===== src/rtl/vci_pkg.sv =====
// Operation
// - Status bit sets on client's selected event
// - Unconfigured output/capture clients: end-of-frame received
// - Unconfigured input/graphics clients: end-of-frame issued
// - Set status bit holds until software clears
// - Writing one clears; zero leaves bit
// - Enable bit gates its event onto output
// - Enable register at 0x174, resets zero
// - All client events share one output
// - Status at 0x170, resets zero, 31:30 zero
package vci_pkg;

   // Bus geometry
   localparam int ADDR_W = 12;
   localparam int DATA_W = 32;
   localparam int STRB_W = DATA_W / 8;

   // Register offsets and reset values
   localparam logic [ADDR_W-1:0] STAT_OFFSET = 12'h170;
   localparam logic [ADDR_W-1:0] EN_OFFSET = 12'h174;
   localparam logic [DATA_W-1:0] STAT_RESET = 32'h0000_0000;
   localparam logic [DATA_W-1:0] EN_RESET = 32'h0000_0000;

   // Implemented client positions; bits 31:30 and 18 are reserved
   localparam logic [DATA_W-1:0] CLIENT_MASK = 32'h3ffb_ffff;
   // Clients whose default event is end-of-frame received from the sender
   localparam logic [DATA_W-1:0] RX_DEFAULT_MASK = 32'h3c23_03fc;
   // Clients whose default event is end-of-frame issued to the receiver
   localparam logic [DATA_W-1:0] TX_DEFAULT_MASK = 32'h03d8_fc03;

   // Bus responses
   localparam logic [1:0] RESP_OKAY = 2'h0;
   localparam logic [1:0] RESP_SLVERR = 2'h2;

   // Event chosen by a control descriptor, one-hot
   typedef enum logic [3:0] {
      EV_DEFAULT = 4'h1,
      EV_EOF_RX = 4'h2,
      EV_EOF_TX = 4'h4,
      EV_ALT = 4'h8
   } vci_event_sel_t;

   // Control descriptor arriving for one client
   typedef struct packed {
      logic valid;
      logic [4:0] client;
      vci_event_sel_t sel;
   } vci_descriptor_t;

   // Per-client event strobes from the video modules
   typedef struct packed {
      logic [DATA_W-1:0] eof_rx;
      logic [DATA_W-1:0] eof_tx;
      logic [DATA_W-1:0] alt;
   } vci_events_t;

endpackage : vci_pkg


===== src/rtl/vci_event_select.sv =====
`timescale 1ns/100ps
// Holds one client's configured event and turns strobes into a fire pulse
module vci_event_select #(
   parameter bit DEFAULT_RX = 1'b1
) (
   input wire logic clk,
   input wire logic reset_n,
   input wire logic cfg_load,
   input wire vci_pkg::vci_event_sel_t cfg_sel,
   input wire logic eof_rx,
   input wire logic eof_tx,
   input wire logic alt,
   output logic fire,
   output logic is_default
);
   import vci_pkg::*;

   vci_event_sel_t sel_reg; // Last configured event
   vci_event_sel_t sel_next;

   // Newest descriptor replaces the old choice
   always_comb begin
      sel_next = cfg_load ? cfg_sel : sel_reg;
   end

   always_ff @(posedge clk or negedge reset_n) begin
      if (!reset_n) begin
         sel_reg <= EV_DEFAULT;
      end else begin
         sel_reg <= sel_next;
      end
   end

   // Decode the chosen event; an illegal code fires nothing
   always_comb begin
      is_default = (sel_reg == EV_DEFAULT);
      unique case (sel_reg)
         EV_DEFAULT: fire = DEFAULT_RX ? eof_rx : eof_tx;
         EV_EOF_RX: fire = eof_rx;
         EV_EOF_TX: fire = eof_tx;
         EV_ALT: fire = alt;
         default: fire = 1'b0;
      endcase
   end

endmodule : vci_event_select


===== src/rtl/vci_irq_status_mask.sv =====
`timescale 1ns/100ps
// Client interrupt status and enable registers behind an AXI4-Lite slave
module vci_irq_status_mask (
   input wire logic clk,
   input wire logic reset_n,
   input wire logic [vci_pkg::ADDR_W-1:0] s_axi_awaddr,
   input wire logic s_axi_awvalid,
   output logic s_axi_awready,
   input wire logic [vci_pkg::DATA_W-1:0] s_axi_wdata,
   input wire logic [vci_pkg::STRB_W-1:0] s_axi_wstrb,
   input wire logic s_axi_wvalid,
   output logic s_axi_wready,
   output logic [1:0] s_axi_bresp,
   output logic s_axi_bvalid,
   input wire logic s_axi_bready,
   input wire logic [vci_pkg::ADDR_W-1:0] s_axi_araddr,
   input wire logic s_axi_arvalid,
   output logic s_axi_arready,
   output logic [vci_pkg::DATA_W-1:0] s_axi_rdata,
   output logic [1:0] s_axi_rresp,
   output logic s_axi_rvalid,
   input wire logic s_axi_rready,
   input wire vci_pkg::vci_descriptor_t descriptor,
   input wire vci_pkg::vci_events_t client_events,
   output logic shared_irq_line_three
);
   import vci_pkg::*;

   // Register select codes
   localparam logic [1:0] SEL_NONE = 2'h0;
   localparam logic [1:0] SEL_STAT = 2'h1;
   localparam logic [1:0] SEL_EN = 2'h2;

   // Address decode, shared by the read and write paths
   function automatic logic [1:0] reg_select(input logic [ADDR_W-1:0] addr);
      logic [1:0] hit;
      hit = SEL_NONE;
      if (addr[ADDR_W-1:2] == STAT_OFFSET[ADDR_W-1:2]) begin
         hit = SEL_STAT;
      end else if (addr[ADDR_W-1:2] == EN_OFFSET[ADDR_W-1:2]) begin
         hit = SEL_EN;
      end
      return hit;
   endfunction : reg_select

   // Expand byte strobes into a bit mask
   function automatic logic [DATA_W-1:0] strb_mask(input logic [STRB_W-1:0] strb);
      logic [DATA_W-1:0] m;
      m = '0;
      for (int b = 0; b < STRB_W; b++) begin
         m[b*8 +: 8] = {8{strb[b]}};
      end
      return m;
   endfunction : strb_mask

   // Write channel holding state
   logic aw_full_reg, aw_full_next; // Address captured, not yet used
   logic [ADDR_W-1:0] aw_addr_reg, aw_addr_next;
   logic w_full_reg, w_full_next; // Data captured, not yet used
   logic [DATA_W-1:0] w_data_reg, w_data_next;
   logic [STRB_W-1:0] w_strb_reg, w_strb_next;
   logic awready_reg, awready_next;
   logic wready_reg, wready_next;
   logic bvalid_reg, bvalid_next;
   logic [1:0] bresp_reg, bresp_next;
   // Read channel state
   logic arready_reg, arready_next;
   logic rvalid_reg, rvalid_next;
   logic [DATA_W-1:0] rdata_reg, rdata_next;
   logic [1:0] rresp_reg, rresp_next;
   // Interrupt registers
   logic [DATA_W-1:0] stat_reg, stat_next;
   logic [DATA_W-1:0] en_reg, en_next;
   logic irq_reg, irq_next;
   // Helpers
   logic do_write; // Both halves present and response slot free
   logic ar_take;
   logic [1:0] wr_sel;
   logic [1:0] rd_sel;
   logic [DATA_W-1:0] clear_mask; // Bits that software clears this cycle
   logic [DATA_W-1:0] fire_vec; // Client events this cycle
   logic [DATA_W-1:0] default_vec; // Clients still on their default event

   // Per-client event selectors; reserved positions never fire
   for (genvar i = 0; i < DATA_W; i++) begin : g_client
      if (CLIENT_MASK[i]) begin : g_live
         vci_event_select #(
            .DEFAULT_RX(RX_DEFAULT_MASK[i])
         ) u_sel (
            .clk(clk),
            .reset_n(reset_n),
            .cfg_load(descriptor.valid && (descriptor.client == 5'(i))),
            .cfg_sel(descriptor.sel),
            .eof_rx(client_events.eof_rx[i]),
            .eof_tx(client_events.eof_tx[i]),
            .alt(client_events.alt[i]),
            .fire(fire_vec[i]),
            .is_default(default_vec[i])
         );
      end else begin : g_rsvd
         assign fire_vec[i] = 1'b0;
         assign default_vec[i] = 1'b0;
      end
   end

   // Bus write path: address and data are taken in either order
   always_comb begin
      do_write = aw_full_reg && w_full_reg && !bvalid_reg;
      wr_sel = reg_select(aw_addr_reg);
      aw_full_next = aw_full_reg ? !do_write : (s_axi_awvalid && awready_reg);
      w_full_next = w_full_reg ? !do_write : (s_axi_wvalid && wready_reg);
      aw_addr_next = (!aw_full_reg && s_axi_awvalid) ? s_axi_awaddr : aw_addr_reg;
      w_data_next = (!w_full_reg && s_axi_wvalid) ? s_axi_wdata : w_data_reg;
      w_strb_next = (!w_full_reg && s_axi_wvalid) ? s_axi_wstrb : w_strb_reg;
      // Ready reopens only once the held item is used
      awready_next = !aw_full_next;
      wready_next = !w_full_next;
      bvalid_next = do_write ? 1'b1 : (bvalid_reg && !s_axi_bready);
      // Unmapped addresses answer with an error and store nothing
      bresp_next = bresp_reg;
      if (do_write) begin
         bresp_next = (wr_sel == SEL_NONE) ? RESP_SLVERR : RESP_OKAY;
      end
   end

   // Bus read path: one outstanding read, data one cycle after the address
   always_comb begin
      ar_take = s_axi_arvalid && arready_reg;
      rd_sel = reg_select(s_axi_araddr);
      rvalid_next = ar_take ? 1'b1 : (rvalid_reg && !s_axi_rready);
      arready_next = !rvalid_next;
      rdata_next = rdata_reg;
      rresp_next = rresp_reg;
      if (ar_take) begin
         unique case (rd_sel)
            SEL_STAT: rdata_next = stat_reg & CLIENT_MASK;
            SEL_EN: rdata_next = en_reg & CLIENT_MASK;
            default: rdata_next = '0;
         endcase
         rresp_next = (rd_sel == SEL_NONE) ? RESP_SLVERR : RESP_OKAY;
      end
   end

   // Status and enable update; a new event wins over a same-cycle clear
   always_comb begin
      clear_mask = '0;
      en_next = en_reg;
      if (do_write && wr_sel == SEL_STAT) begin
         clear_mask = w_data_reg & strb_mask(w_strb_reg);
      end
      if (do_write && wr_sel == SEL_EN) begin
         en_next = ((w_data_reg & strb_mask(w_strb_reg))
                    | (en_reg & ~strb_mask(w_strb_reg))) & CLIENT_MASK;
      end
      stat_next = ((stat_reg & ~clear_mask) | fire_vec) & CLIENT_MASK;
      // One shared line for the whole group
      irq_next = |(stat_next & en_next);
   end

   // Register stage for all state
   always_ff @(posedge clk or negedge reset_n) begin
      if (!reset_n) begin
         aw_full_reg <= 1'b0;
         aw_addr_reg <= '0;
         w_full_reg <= 1'b0;
         w_data_reg <= '0;
         w_strb_reg <= '0;
         awready_reg <= 1'b1;
         wready_reg <= 1'b1;
         bvalid_reg <= 1'b0;
         bresp_reg <= RESP_OKAY;
         arready_reg <= 1'b1;
         rvalid_reg <= 1'b0;
         rdata_reg <= '0;
         rresp_reg <= RESP_OKAY;
         stat_reg <= STAT_RESET;
         en_reg <= EN_RESET;
         irq_reg <= 1'b0;
      end else begin
         aw_full_reg <= aw_full_next;
         aw_addr_reg <= aw_addr_next;
         w_full_reg <= w_full_next;
         w_data_reg <= w_data_next;
         w_strb_reg <= w_strb_next;
         awready_reg <= awready_next;
         wready_reg <= wready_next;
         bvalid_reg <= bvalid_next;
         bresp_reg <= bresp_next;
         arready_reg <= arready_next;
         rvalid_reg <= rvalid_next;
         rdata_reg <= rdata_next;
         rresp_reg <= rresp_next;
         stat_reg <= stat_next;
         en_reg <= en_next;
         irq_reg <= irq_next;
      end
   end

   // Outputs straight from flops
   assign s_axi_awready = awready_reg;
   assign s_axi_wready = wready_reg;
   assign s_axi_bvalid = bvalid_reg;
   assign s_axi_bresp = bresp_reg;
   assign s_axi_arready = arready_reg;
   assign s_axi_rvalid = rvalid_reg;
   assign s_axi_rdata = rdata_reg;
   assign s_axi_rresp = rresp_reg;
   assign shared_irq_line_three = irq_reg;

   // Checks on the registered state and the event decode
   a_irq_any_enabled: assert property (@(posedge clk) disable iff (!reset_n)
      irq_reg == |(stat_reg & en_reg)) else $error("irq does not match status and enable");
   a_irq_masked_off: assert property (@(posedge clk) disable iff (!reset_n)
      (en_reg == '0) |-> !shared_irq_line_three) else $error("irq high with all enables low");
   a_stat_sticky: assert property (@(posedge clk) disable iff (!reset_n)
      ((($past(stat_reg) & ~$past(clear_mask)) & ~stat_reg) == '0))
      else $error("status bit dropped without a clear");
   a_event_sets_bit: assert property (@(posedge clk) disable iff (!reset_n)
      (fire_vec != '0) |=> ((stat_reg & $past(fire_vec)) == $past(fire_vec)))
      else $error("client event did not set status");
   a_clear_only_ones: assert property (@(posedge clk) disable iff (!reset_n)
      (do_write && wr_sel == SEL_STAT && fire_vec == '0)
      |=> (stat_reg == ($past(stat_reg) & ~($past(w_data_reg) & strb_mask($past(w_strb_reg))))))
      else $error("status clear touched wrong bits");
   a_reserved_zero: assert property (@(posedge clk) disable iff (!reset_n)
      ((stat_reg | en_reg) & ~CLIENT_MASK) == '0) else $error("reserved bit set");
   a_enable_reset: assert property (@(posedge clk) disable iff (!reset_n)
      !$past(reset_n) |-> (en_reg == EN_RESET && stat_reg == STAT_RESET))
      else $error("registers not cleared by reset");
   a_default_rx_event: assert property (@(posedge clk) disable iff (!reset_n)
      ((default_vec & RX_DEFAULT_MASK & client_events.eof_rx) & ~fire_vec) == '0)
      else $error("default received end-of-frame missed");
   a_default_tx_event: assert property (@(posedge clk) disable iff (!reset_n)
      ((default_vec & TX_DEFAULT_MASK & client_events.eof_tx) & ~fire_vec) == '0)
      else $error("default issued end-of-frame missed");
   // Only the two mapped offsets answer OKAY; anything else is refused
   a_write_answered: assert property (@(posedge clk) disable iff (!reset_n)
      do_write |=> s_axi_bvalid
      && (s_axi_bresp == (($past(wr_sel) == SEL_NONE) ? RESP_SLVERR : RESP_OKAY)))
      else $error("write response missing or wrong");

   c_irq_rise: cover property (@(posedge clk) disable iff (!reset_n) $rose(irq_reg));
   c_status_clear: cover property (@(posedge clk) disable iff (!reset_n)
      do_write && wr_sel == SEL_STAT && clear_mask != '0);
   c_set_beats_clear: cover property (@(posedge clk) disable iff (!reset_n)
      (clear_mask & fire_vec) != '0);
   c_descriptor_load: cover property (@(posedge clk) disable iff (!reset_n)
      descriptor.valid && descriptor.sel != EV_DEFAULT);

endmodule : vci_irq_status_mask


===== config.mk =====
export PLATFORM = sky130hd
export DESIGN_NAME = vci_irq_status_mask
export DESIGN_NICKNAME = d
export VERILOG_FILES = /design/src/rtl/vci_pkg.sv /design/src/rtl/vci_event_select.sv /design/src/rtl/vci_irq_status_mask.sv
export SDC_FILE = /design/constraint.sdc
export NUM_CORES = 1
export LEC_CHECK = 0
export CORE_MARGIN = 1.5
export CORE_UTILIZATION = 46
export DETAILED_ROUTE_END_ITERATION = 16
export DONT_BUFFER_PORTS = 1
export GPL_ROUTABILITY_DRIVEN = 0
export PLACE_DENSITY = 0.64
export SYNTH_ARGS = -nofsm -noshare
export SYNTH_HDL_FRONTEND = slang
export SYNTH_SLANG_ARGS = --single-unit

===== constraint.sdc =====
create_clock -name clk -period 2.7 [get_ports clk]
set_clock_uncertainty 0.1 [all_clocks]
set_input_delay 0 -clock clk [delete_from_list [all_inputs] [get_ports clk]]
set_output_delay 0 -clock clk [all_outputs]
set_load 0.02 [all_outputs]

==> out/metrics.yaml, run 1 <==
yosysSeqAreaShare_pct: 54.8
die-area_um2: 26500
synth-async-reset-ratio_pct: 100
min_period_ps: 2990
rrSetupSlack_ps: -290
failed_checks: "hold timing, setup timing"
synthFlopType: "dfrtp_1"
synth.top_cell.area_share_pct: 47.7
hold_violations: 284
synth_edf_count: 0
cp_max_fo: 7
cts_setup_buffers: 0
drt_iter0_markers: 583
fin_crit_sh_pct: 111
whs_ps: -937
grt_util_all_layers_pct: 24.6
dp_slack_ps: -422
synth_cells: 996
route.detailed.drc: 0
firstDrtPassIters: 5
wl_um: 32300
vias: 8812
synth_area_um2: 11800
yosysWarnings: 0
regArea_um2: 6450
fp.dieH_um: 163
crit_chain: "or4b_4, buf_4, or4_4, o21ai_2, a31oi_1, a2111oi_2, and4b_1, nand4_1"
grt_max_degree: 257
hpwlAfterDp_um: 21100
outcome: "complete, but fails checks"
path_class: "reg -> reg"
utilization_pct: 61.4
detail-route-antenna-nets: 0
required_ps: 3010
cpMaxStageDelayCell: "or4b_4"
rows: 58
pin_count: 215
crit_path_end_kind: "flop"
grt_pass1_wl_um: 50500
initial_core_util_pct: 46.8
antenna_found_initial: 2
grt_pass1_vias: 9181
largest_register_ffs: 116
nFillCells: 2007
maxSlewHeadroom_pct: 37.1
rr_startpoint: "aw_addr_reg[11]"
cts_buffers: 28
place_area_um2: 12400
clockBufferDepth: 3
crit_path_start_kind: "flop"
die_x_um: 163
synth.most_common_cell: "dfrtp_1"
numPortBuffers: 0
avgSynthCellArea_um2: 11.8
clockRootBuffer: "clkbuf_16"
tightest_slew_ps: 934
finalNetCount: 1408
clock_latency_ps: 540
h-tree-depth: 1
cp.arrival_ps: 3300
grt_overflow: 0
fp.coreArea_um2: 25100
worstHoldPathType: "in -> async"
drive_gt1_share_pct: 25.2
max_freq_ghz: 0.334
multi_input_area_um2: 5120
cts.sinks: 256
final_area_um2: 15400
slew_violations: 0
ys_types: 61
setup_ws_ps: -292
clkTransAtPathRegs_ps: 60
cp-startpoint: "aw_addr_reg[11]"
drv_cap: 0
via_per_inst: 5.55
slowest_delay_ps: 630
rsz0062_at_grt: "true"
syn_to_final_growth_pct: 31.1
p_leak_uw: 0.00662
setup_violations: 1
synth_common_cells: "dfrtp_1, mux2_2, nand2_1"
vdd_drop_max_mv: 0.502
synth_area_leader_cell: "dfrtp_1"
ys_ff_latch: 256
wl_per_cell_um: 20.3
cts_tree: "yes"
netlist_top_cells_area: "dfrtp_1, mux2_2, dfstp_2"
powerDensity_nw_per_um2: 760
[routing by layer]
metal	up-vias	track usage (%)	routed length (µm)
met5	-	0	0
met4	0	7.42	969
met3	63	4.91	1860
met2	239	40.5	15200
met1	4434	32.9	14300
li1	4076	-	-
[repair_timing]
action                                  CTS  global route
endpoints found under the setup margin    1            31
hold endpoints to repair                482           265
pin swaps                                 1             2
hold buffers                            205             1
resized for setup                         7             9
[report_power, final]
part	internal [µW]	total, µW	switching (µW)	leakage, µW
Clock	2100	3630	1530	0.000436
Sequential	4630	5320	683	0.00310
Combinational	1670	2770	1100	0.00308
[worst paths after layout]
path | endpoint | cells past startpoint
setup reg to reg | shared_irq_line_three | 8
setup / recovery | shared_irq_line_three | 8
min in group clk | s_axi_rdata[23] | 3
hold reg to reg | stat_reg[23] | 2
hold / removal | aw_addr_reg[7] | 0
max in group asynchronous | g_client[6].g_live.u_sel.sel_reg[0] | 0
[metrics by stage]
step | instances | hold WS, ps | TNS, ps | total power (µW)
6_report | 1589 | -937 | -292 | 11700
5_1_grt | 1588 | -964 | -436 | 12300
4_1_cts | 1587 | -958 | -1860 | 11700
3_5_place_dp | 1330 | -385 | -422 | 7240
3_3_place_gp | 1330 | -386 | -274 | 7150
2_1_floorplan | 1000 | -396 | -18.7 | 6530
[area by class of cell]
class	instances	area share, %
clock inverters	8	0.260
flip-flops and latches	256	41.8
inverters	29	0.706
diodes	2	0.0325
repair buffers	246	15.9
clock buffers	44	5.40
multi-input cells	674	33.2
well taps	330	2.68
[cell families after synthesis]
kind of cell	count (synthesis)	share of synthesized area [%]
other	1	0.0319
AND/OR/NAND/NOR	292	14.2
multiplexers	203	19.1
flip-flops	256	54.8
buffers and inverters	70	2.47
AO/OA/AOI/OAI	174	9.27
[worst max-delay path, delay by kind of cell (launching register included)]
kind            cells  cell delay [ps]
flops               1              370
compound gates      3              660
buf+inv             1              200
simple gates        4             1520
[layout by cell type (no fill, tap or decap), types with 8 or more instances in the layout]
cell type,count
buf_4,36
nor2_1,41
a21oi_1,20
nor3b_1,9
nand2b_1,11
a221o_1,11
a211oi_1,11
a2111oi_0,8
clkbuf_16,29
nand3b_1,52
o21ai_1,10
dfstp_2,32
o21ai_0,76
clkbuf_1,10
dlygate4sd3_1,200
nand4b_1,9
mux2_2,164
clkinv_2,8
mux2i_1,30
nand2_1,119
inv_1,29
dfrtp_1,224
Power figures use the tool's default switching activity.
==> run 2: changes to the inputs <==
==> constraint.sdc (replaced) <==
create_clock -name clk -period 2.43 [get_ports clk]
set_clock_uncertainty 0.1 [all_clocks]
set_input_delay 0 -clock clk [delete_from_list [all_inputs] [get_ports clk]]
set_output_delay 0 -clock clk [all_outputs]
set_load 0.02 [all_outputs]
==> run 2 against run 1 <==
The flow still finishes with violations (hold timing, setup timing). Register-to-register slack got worse by 200 ps. Setup slack got worse by 200 ps. Clock-buffer cell count fell by 2. Fmax rose by 2.4%. Core utilization rose by 1.9 points. Largest cell class unchanged. Highest routed layer unchanged.
==> out/metrics.yaml, run 2 (same netlist as run 1, synthesis figures left out) <==
p_seq_share_pct: 43.0
maxSlewHeadroom_pct: 40.9
h-tree-depth: 1
crit_path_end_kind: "flop"
outcome: "complete, but fails checks"
grt_util_all_layers_pct: 24.6
slowest_delay_ps: 580
tightest_slew_ps: 879
required_ps: 2730
crit_family: "simple AND/OR/NAND/NOR gates"
drive_gt1_share_pct: 27.2
reg2reg_depth: 8
layout_commonest_cell: "dfrtp_1"
clkTransAtPathRegs_ps: 60
cp_num_cells: 8
numPortBuffers: 0
layout_common_cells: "dfrtp_1, dlygate4sd3_1, mux2_2, nand2_1, o21ai_0"
drt_iter0_markers: 472
setup_ws_ps: -492
rrSetupSlack_ps: -490
firstDrtPassIters: 5
antenna_found_initial: 1
wl_per_cell_um: 20.1
ctsHoldBuffers: 222
crit_path_end: "shared_irq_line_three"
wl_um: 32700
cp-startpoint: "aw_addr_reg[3]"
path_buf_inv: 1
cp_max_fo: 5
powerDensity_nw_per_um2: 859
netSwitchingPower_uw: 3790
clockRootBuffer: "clkbuf_16"
whs_ps: -938
initial_core_util_pct: 46.8
rsz0062_at_grt: "true"
switching_share_pct: 27.8
intPower_uw: 9860
cp.arrival_ps: 3230
finalNetCount: 1446
clockBufferDepth: 3
fp.coreArea_um2: 25100
grt_pass1_vias: 9280
nFillCells: 1981
drv_cap: 0
power_uw: 13600
p_leak_uw: 0.00683
cts_tree: "yes"
rr_startpoint: "aw_addr_reg[3]"
hold_violations: 256
cpMaxStageDelayCell: "or4_4"
p_comb_share_pct: 24.8
pin_count: 215
vdd_drop_max_mv: 0.623
die-area_um2: 26500
slew_violations: 0
route.detailed.drc: 0
largest_register_ffs: 116
min_period_ps: 2920
r2r-end: "shared_irq_line_three"
setup_violations: 1
crit_chain: "or4bb_1, or4_4, buf_4, o21ai_2, a21boi_1, a2111oi_2, nor4b_2, nand4_1"
grt_max_degree: 257
via_per_inst: 5.45
worstHoldPathType: "in -> async"
failed_checks: "hold timing, setup timing"
p_clk_share_pct: 32.2
syn_to_final_growth_pct: 35.3
max_freq_ghz: 0.342
fp.dieH_um: 163
crit_path_start_kind: "flop"
path_class: "reg -> reg"
detail-route-antenna-nets: 0
grt_pass1_wl_um: 50600
die_x_um: 163
fin_crit_sh_pct: 120
grt_overflow: 0
cts_buffers: 29
vias: 8859
rows: 58
clock_latency_ps: 540
hpwlAfterDp_um: 21100
cts.sinks: 256
run 2: cell count changes in the layout (fill, tap and decap cells not counted), sizes merged:
cell,previous run,this run
buf,46,65
bufinv,0,3
clkinv,8,7
diode,2,1
dlygate4sd3,200,215
dlymetal6s2s,0,1
inv,29,30
run 2: worst min-delay path by stage:
stage,startpoint,to,depth (start not counted)
floorplan,reset_n,aw_addr_reg[10],0
global placement,reset_n,aw_addr_reg[7],0
detailed placement,reset_n,s_axi_rresp[1],0
CTS,reset_n,s_axi_rdata[3],0
global route,reset_n,s_axi_rresp[1],0
finish,reset_n,s_axi_rresp[1],0
run 2: final cells by class:
cell class	count	area [µm²]	share of cell area, %
Antenna cell	1	2.50	0.0157
Inverter	29	109	0.685
Clock inverter	11	136	0.858
Clock buffer	42	825	5.19
Sequential cell	256	6450	40.6
Tap cell	330	413	2.60
Timing Repair Buffer	283	2820	17.7
Multi-Input combinational cell	674	5140	32.3
run 2: worst register-to-register path, stage by stage, from the launching register on:
cell,delay (ps)
dfrtp_2,430
or4bb_1,540
or4_4,580
buf_4,170
o21ai_2,140
a21boi_1,110
a2111oi_2,330
nor4b_2,280
nand4_1,120
run 2: through the flow:
stage               area (µm²)  cells  utilization (%)  setup TNS (ps)  worst slack (ps)
global placement         12400   1340             49.6            -585              -585
CTS                      15800   1623             63.0            -792              -467
floorplan                11800   1000                -            -289              -289
finish                   15900   1626             63.3            -492              -492
global route             15900   1625             63.3            -634              -634
detailed placement       12400   1340             49.6            -589              -589
run 2: timing repair:
item | 4_1_cts | 5_1_grt
setup endpoints to repair | 1 | 19
hold endpoints to repair | 482 | 256
resized for setup | 21 | 8
cloned | 0 | 2
buffers inserted | 8 | 1
pin swaps | 19 | 1
run 2: metal layers:
metal | vias up | track usage (%) | wire [µm]
li1 | 4144 | - | -
met1 | 4445 | 32.9 | 14400
met2 | 228 | 41.0 | 15800
met3 | 42 | 5.04 | 2020
met4 | 0 | 5.84 | 524
met5 | - | 0 | 0
run 2: power by group through the flow:
stage / Sequential, µW / Clock (µW) / Combinational (µW)
floorplan: 5690 / 0 / 1570
global placement: 5890 / 0 / 2140
detailed placement: 5910 / 0 / 2190
CTS: 5850 / 4470 / 3230
global route: 5970 / 4660 / 3650
finish: 5870 / 4400 / 3380
==> run 3: changes to the inputs <==
--- a/config.mk
+++ b/config.mk
@@ -10,7 +10,7 @@
 export DETAILED_ROUTE_END_ITERATION = 16
 export DONT_BUFFER_PORTS = 1
 export GPL_ROUTABILITY_DRIVEN = 0
-export PLACE_DENSITY = 0.64
+export PLACE_DENSITY = 0.62
 export SYNTH_ARGS = -nofsm -noshare
 export SYNTH_HDL_FRONTEND = slang
 export SYNTH_SLANG_ARGS = --single-unit
==> constraint.sdc (replaced) <==
create_clock -name clk -period 3.5 [get_ports clk]
set_clock_uncertainty 0.1 [all_clocks]
set_input_delay 0 -clock clk [delete_from_list [all_inputs] [get_ports clk]]
set_output_delay 0 -clock clk [all_outputs]
set_load 0.02 [all_outputs]
==> run 3 against run 2 <==
The run ends with hold timing left. Fmax shrank 12%. Clock power shrank 31%. Largest cell class unchanged. Core utilization shrank 3.0 points. First-iteration DRC count grew 11%. Worst hold slack lost 3.5 ps. Global-route usage shrank 0.35 points. Critical endpoint unchanged.
==> out/metrics.yaml, run 3 (same netlist as run 1, synthesis figures left out) <==
fp.coreArea_um2: 25100
cp.arrival_ps: 3630
hpwlAfterDp_um: 20200
antenna_found_initial: 2
cpMaxStageDelayCell: "or4_4"
pin_count: 215
ctsHoldBuffers: 202
r2r-end: "shared_irq_line_three"
rr_startpoint: "aw_addr_reg[9]"
setup_violations: 0
grt_pass1_wl_um: 49400
crit_path_start_kind: "flop"
cts.sinks: 256
final_cells: 1558
largest_register_ffs: 116
drv_cap: 0
grt.busiest_layer: "met2"
wl_um: 31600
wl_per_cell_um: 20.3
place_area_um2: 12100
syn_to_final_growth_pct: 28.8
max_freq_ghz: 0.300
path_class: "reg -> reg"
h-tree-depth: 1
final_area_um2: 15100
grt.met3_usage_pct: 4.94
drive_gt1_share_pct: 23.3
use_met1_pct: 33.1
path_buf_inv: 1
slowest_delay_ps: 650
detail-route-antenna-nets: 0
route.detailed.drc: 0
clkTransAtPathRegs_ps: 60
p_leak_uw: 0.00641
slew_violations: 0
fp.dieH_um: 163
vdd_drop_max_mv: 0.466
cp_max_fo: 6
crit_path_end_kind: "flop"
numPortBuffers: 0
die_x_um: 163
required_ps: 3800
worstHoldPathType: "in -> async"
whs_ps: -942
clockBufferDepth: 3
grt_util_all_layers_pct: 24.2
die-area_um2: 26500
rows: 58
crit_chain: "or4b_4, or4_4, o21ai_1, nand3_1, dlygate4sd3_1, and2_1, nor4b_2, nand4_1"
grt_pass1_vias: 8802
setup_tns_ps: 0
grt_util_met2_pct: 39.3
grt_max_degree: 257
crit_family: "simple AND/OR/NAND/NOR gates"
cts_buffers: 29
drt_iter0_markers: 523
tightest_slew_ps: 1080
rsz0062_at_grt: "false"
maxSlewHeadroom_pct: 28.2
fin_crit_sh_pct: 95.2
firstDrtPassIters: 5
finalNetCount: 1377
hold_violations: 256
cts_setup_buffers: 0
layout_commonest_cell: "dfrtp_1"
failed_checks: "hold timing"
layout_common_cells: "dfrtp_1, dlygate4sd3_1, mux2_2, nand2_1, o21ai_0"
outcome: "complete, but fails checks"
clockRootBuffer: "clkbuf_16"
via_per_inst: 5.49
utilization_pct: 60.3
min_period_ps: 3330
grt_overflow: 0
clock_latency_ps: 540
dp.cells: 1301
reg2reg_depth: 8
powerDensity_nw_per_um2: 600
initial_core_util_pct: 46.8
cts_tree: "yes"
vias: 8547
rrSetupSlack_ps: 170
## run 3: where the power goes
part	total [µW]	switching (µW)	internal, µW	leakage, µW
Sequential	4070	491	3570	0.00310
Combinational	2000	806	1200	0.00284
Clock	3020	1210	1810	0.000476
## run 3: metal layers
layer  part of all wire [%]  up-vias
met5                      0        -
met4                    2.1        0
met3                    6.3       50
met2                     47      205
met1                     45     4270
li1                       -     4022
## run 3: final cells by class
class,instances,area (µm²)
Inverter,29,109
Fill cell,2076,9980
Sequential cell,256,6450
Tap cell,330,413
Multi-Input combinational cell,674,5040
Antenna cell,2,5.00
Timing Repair Buffer,214,2160
Clock buffer,43,848
Clock inverter,10,104
## run 3: how the worst max path moves through the flow
stage / start / end / slack [ps] / cells after the start
4_1_cts: aw_addr_reg[9] / shared_irq_line_three / 70 / 8
3_5_place_dp: aw_addr_reg[9] / shared_irq_line_three / 280 / 8
5_1_grt: aw_addr_reg[9] / shared_irq_line_three / 70 / 8
2_1_floorplan: aw_addr_reg[9] / shared_irq_line_three / 590 / 8
3_3_place_gp: aw_addr_reg[9] / shared_irq_line_three / 310 / 8
6_report: aw_addr_reg[9] / shared_irq_line_three / 170 / 8
## run 3: repair_timing
item	CTS	global route
endpoints found under the hold margin	482	256
setup endpoints to repair	0	1
gates resized for setup	0	1
## run 3: metrics by stage
stage | setup slack (ps) | power, µW
floorplan | 593 | 5030
global placement | 308 | 5360
detailed placement | 275 | 5420
CTS | 66.8 | 9100
global route | 70.7 | 9530
finish | 168 | 9090
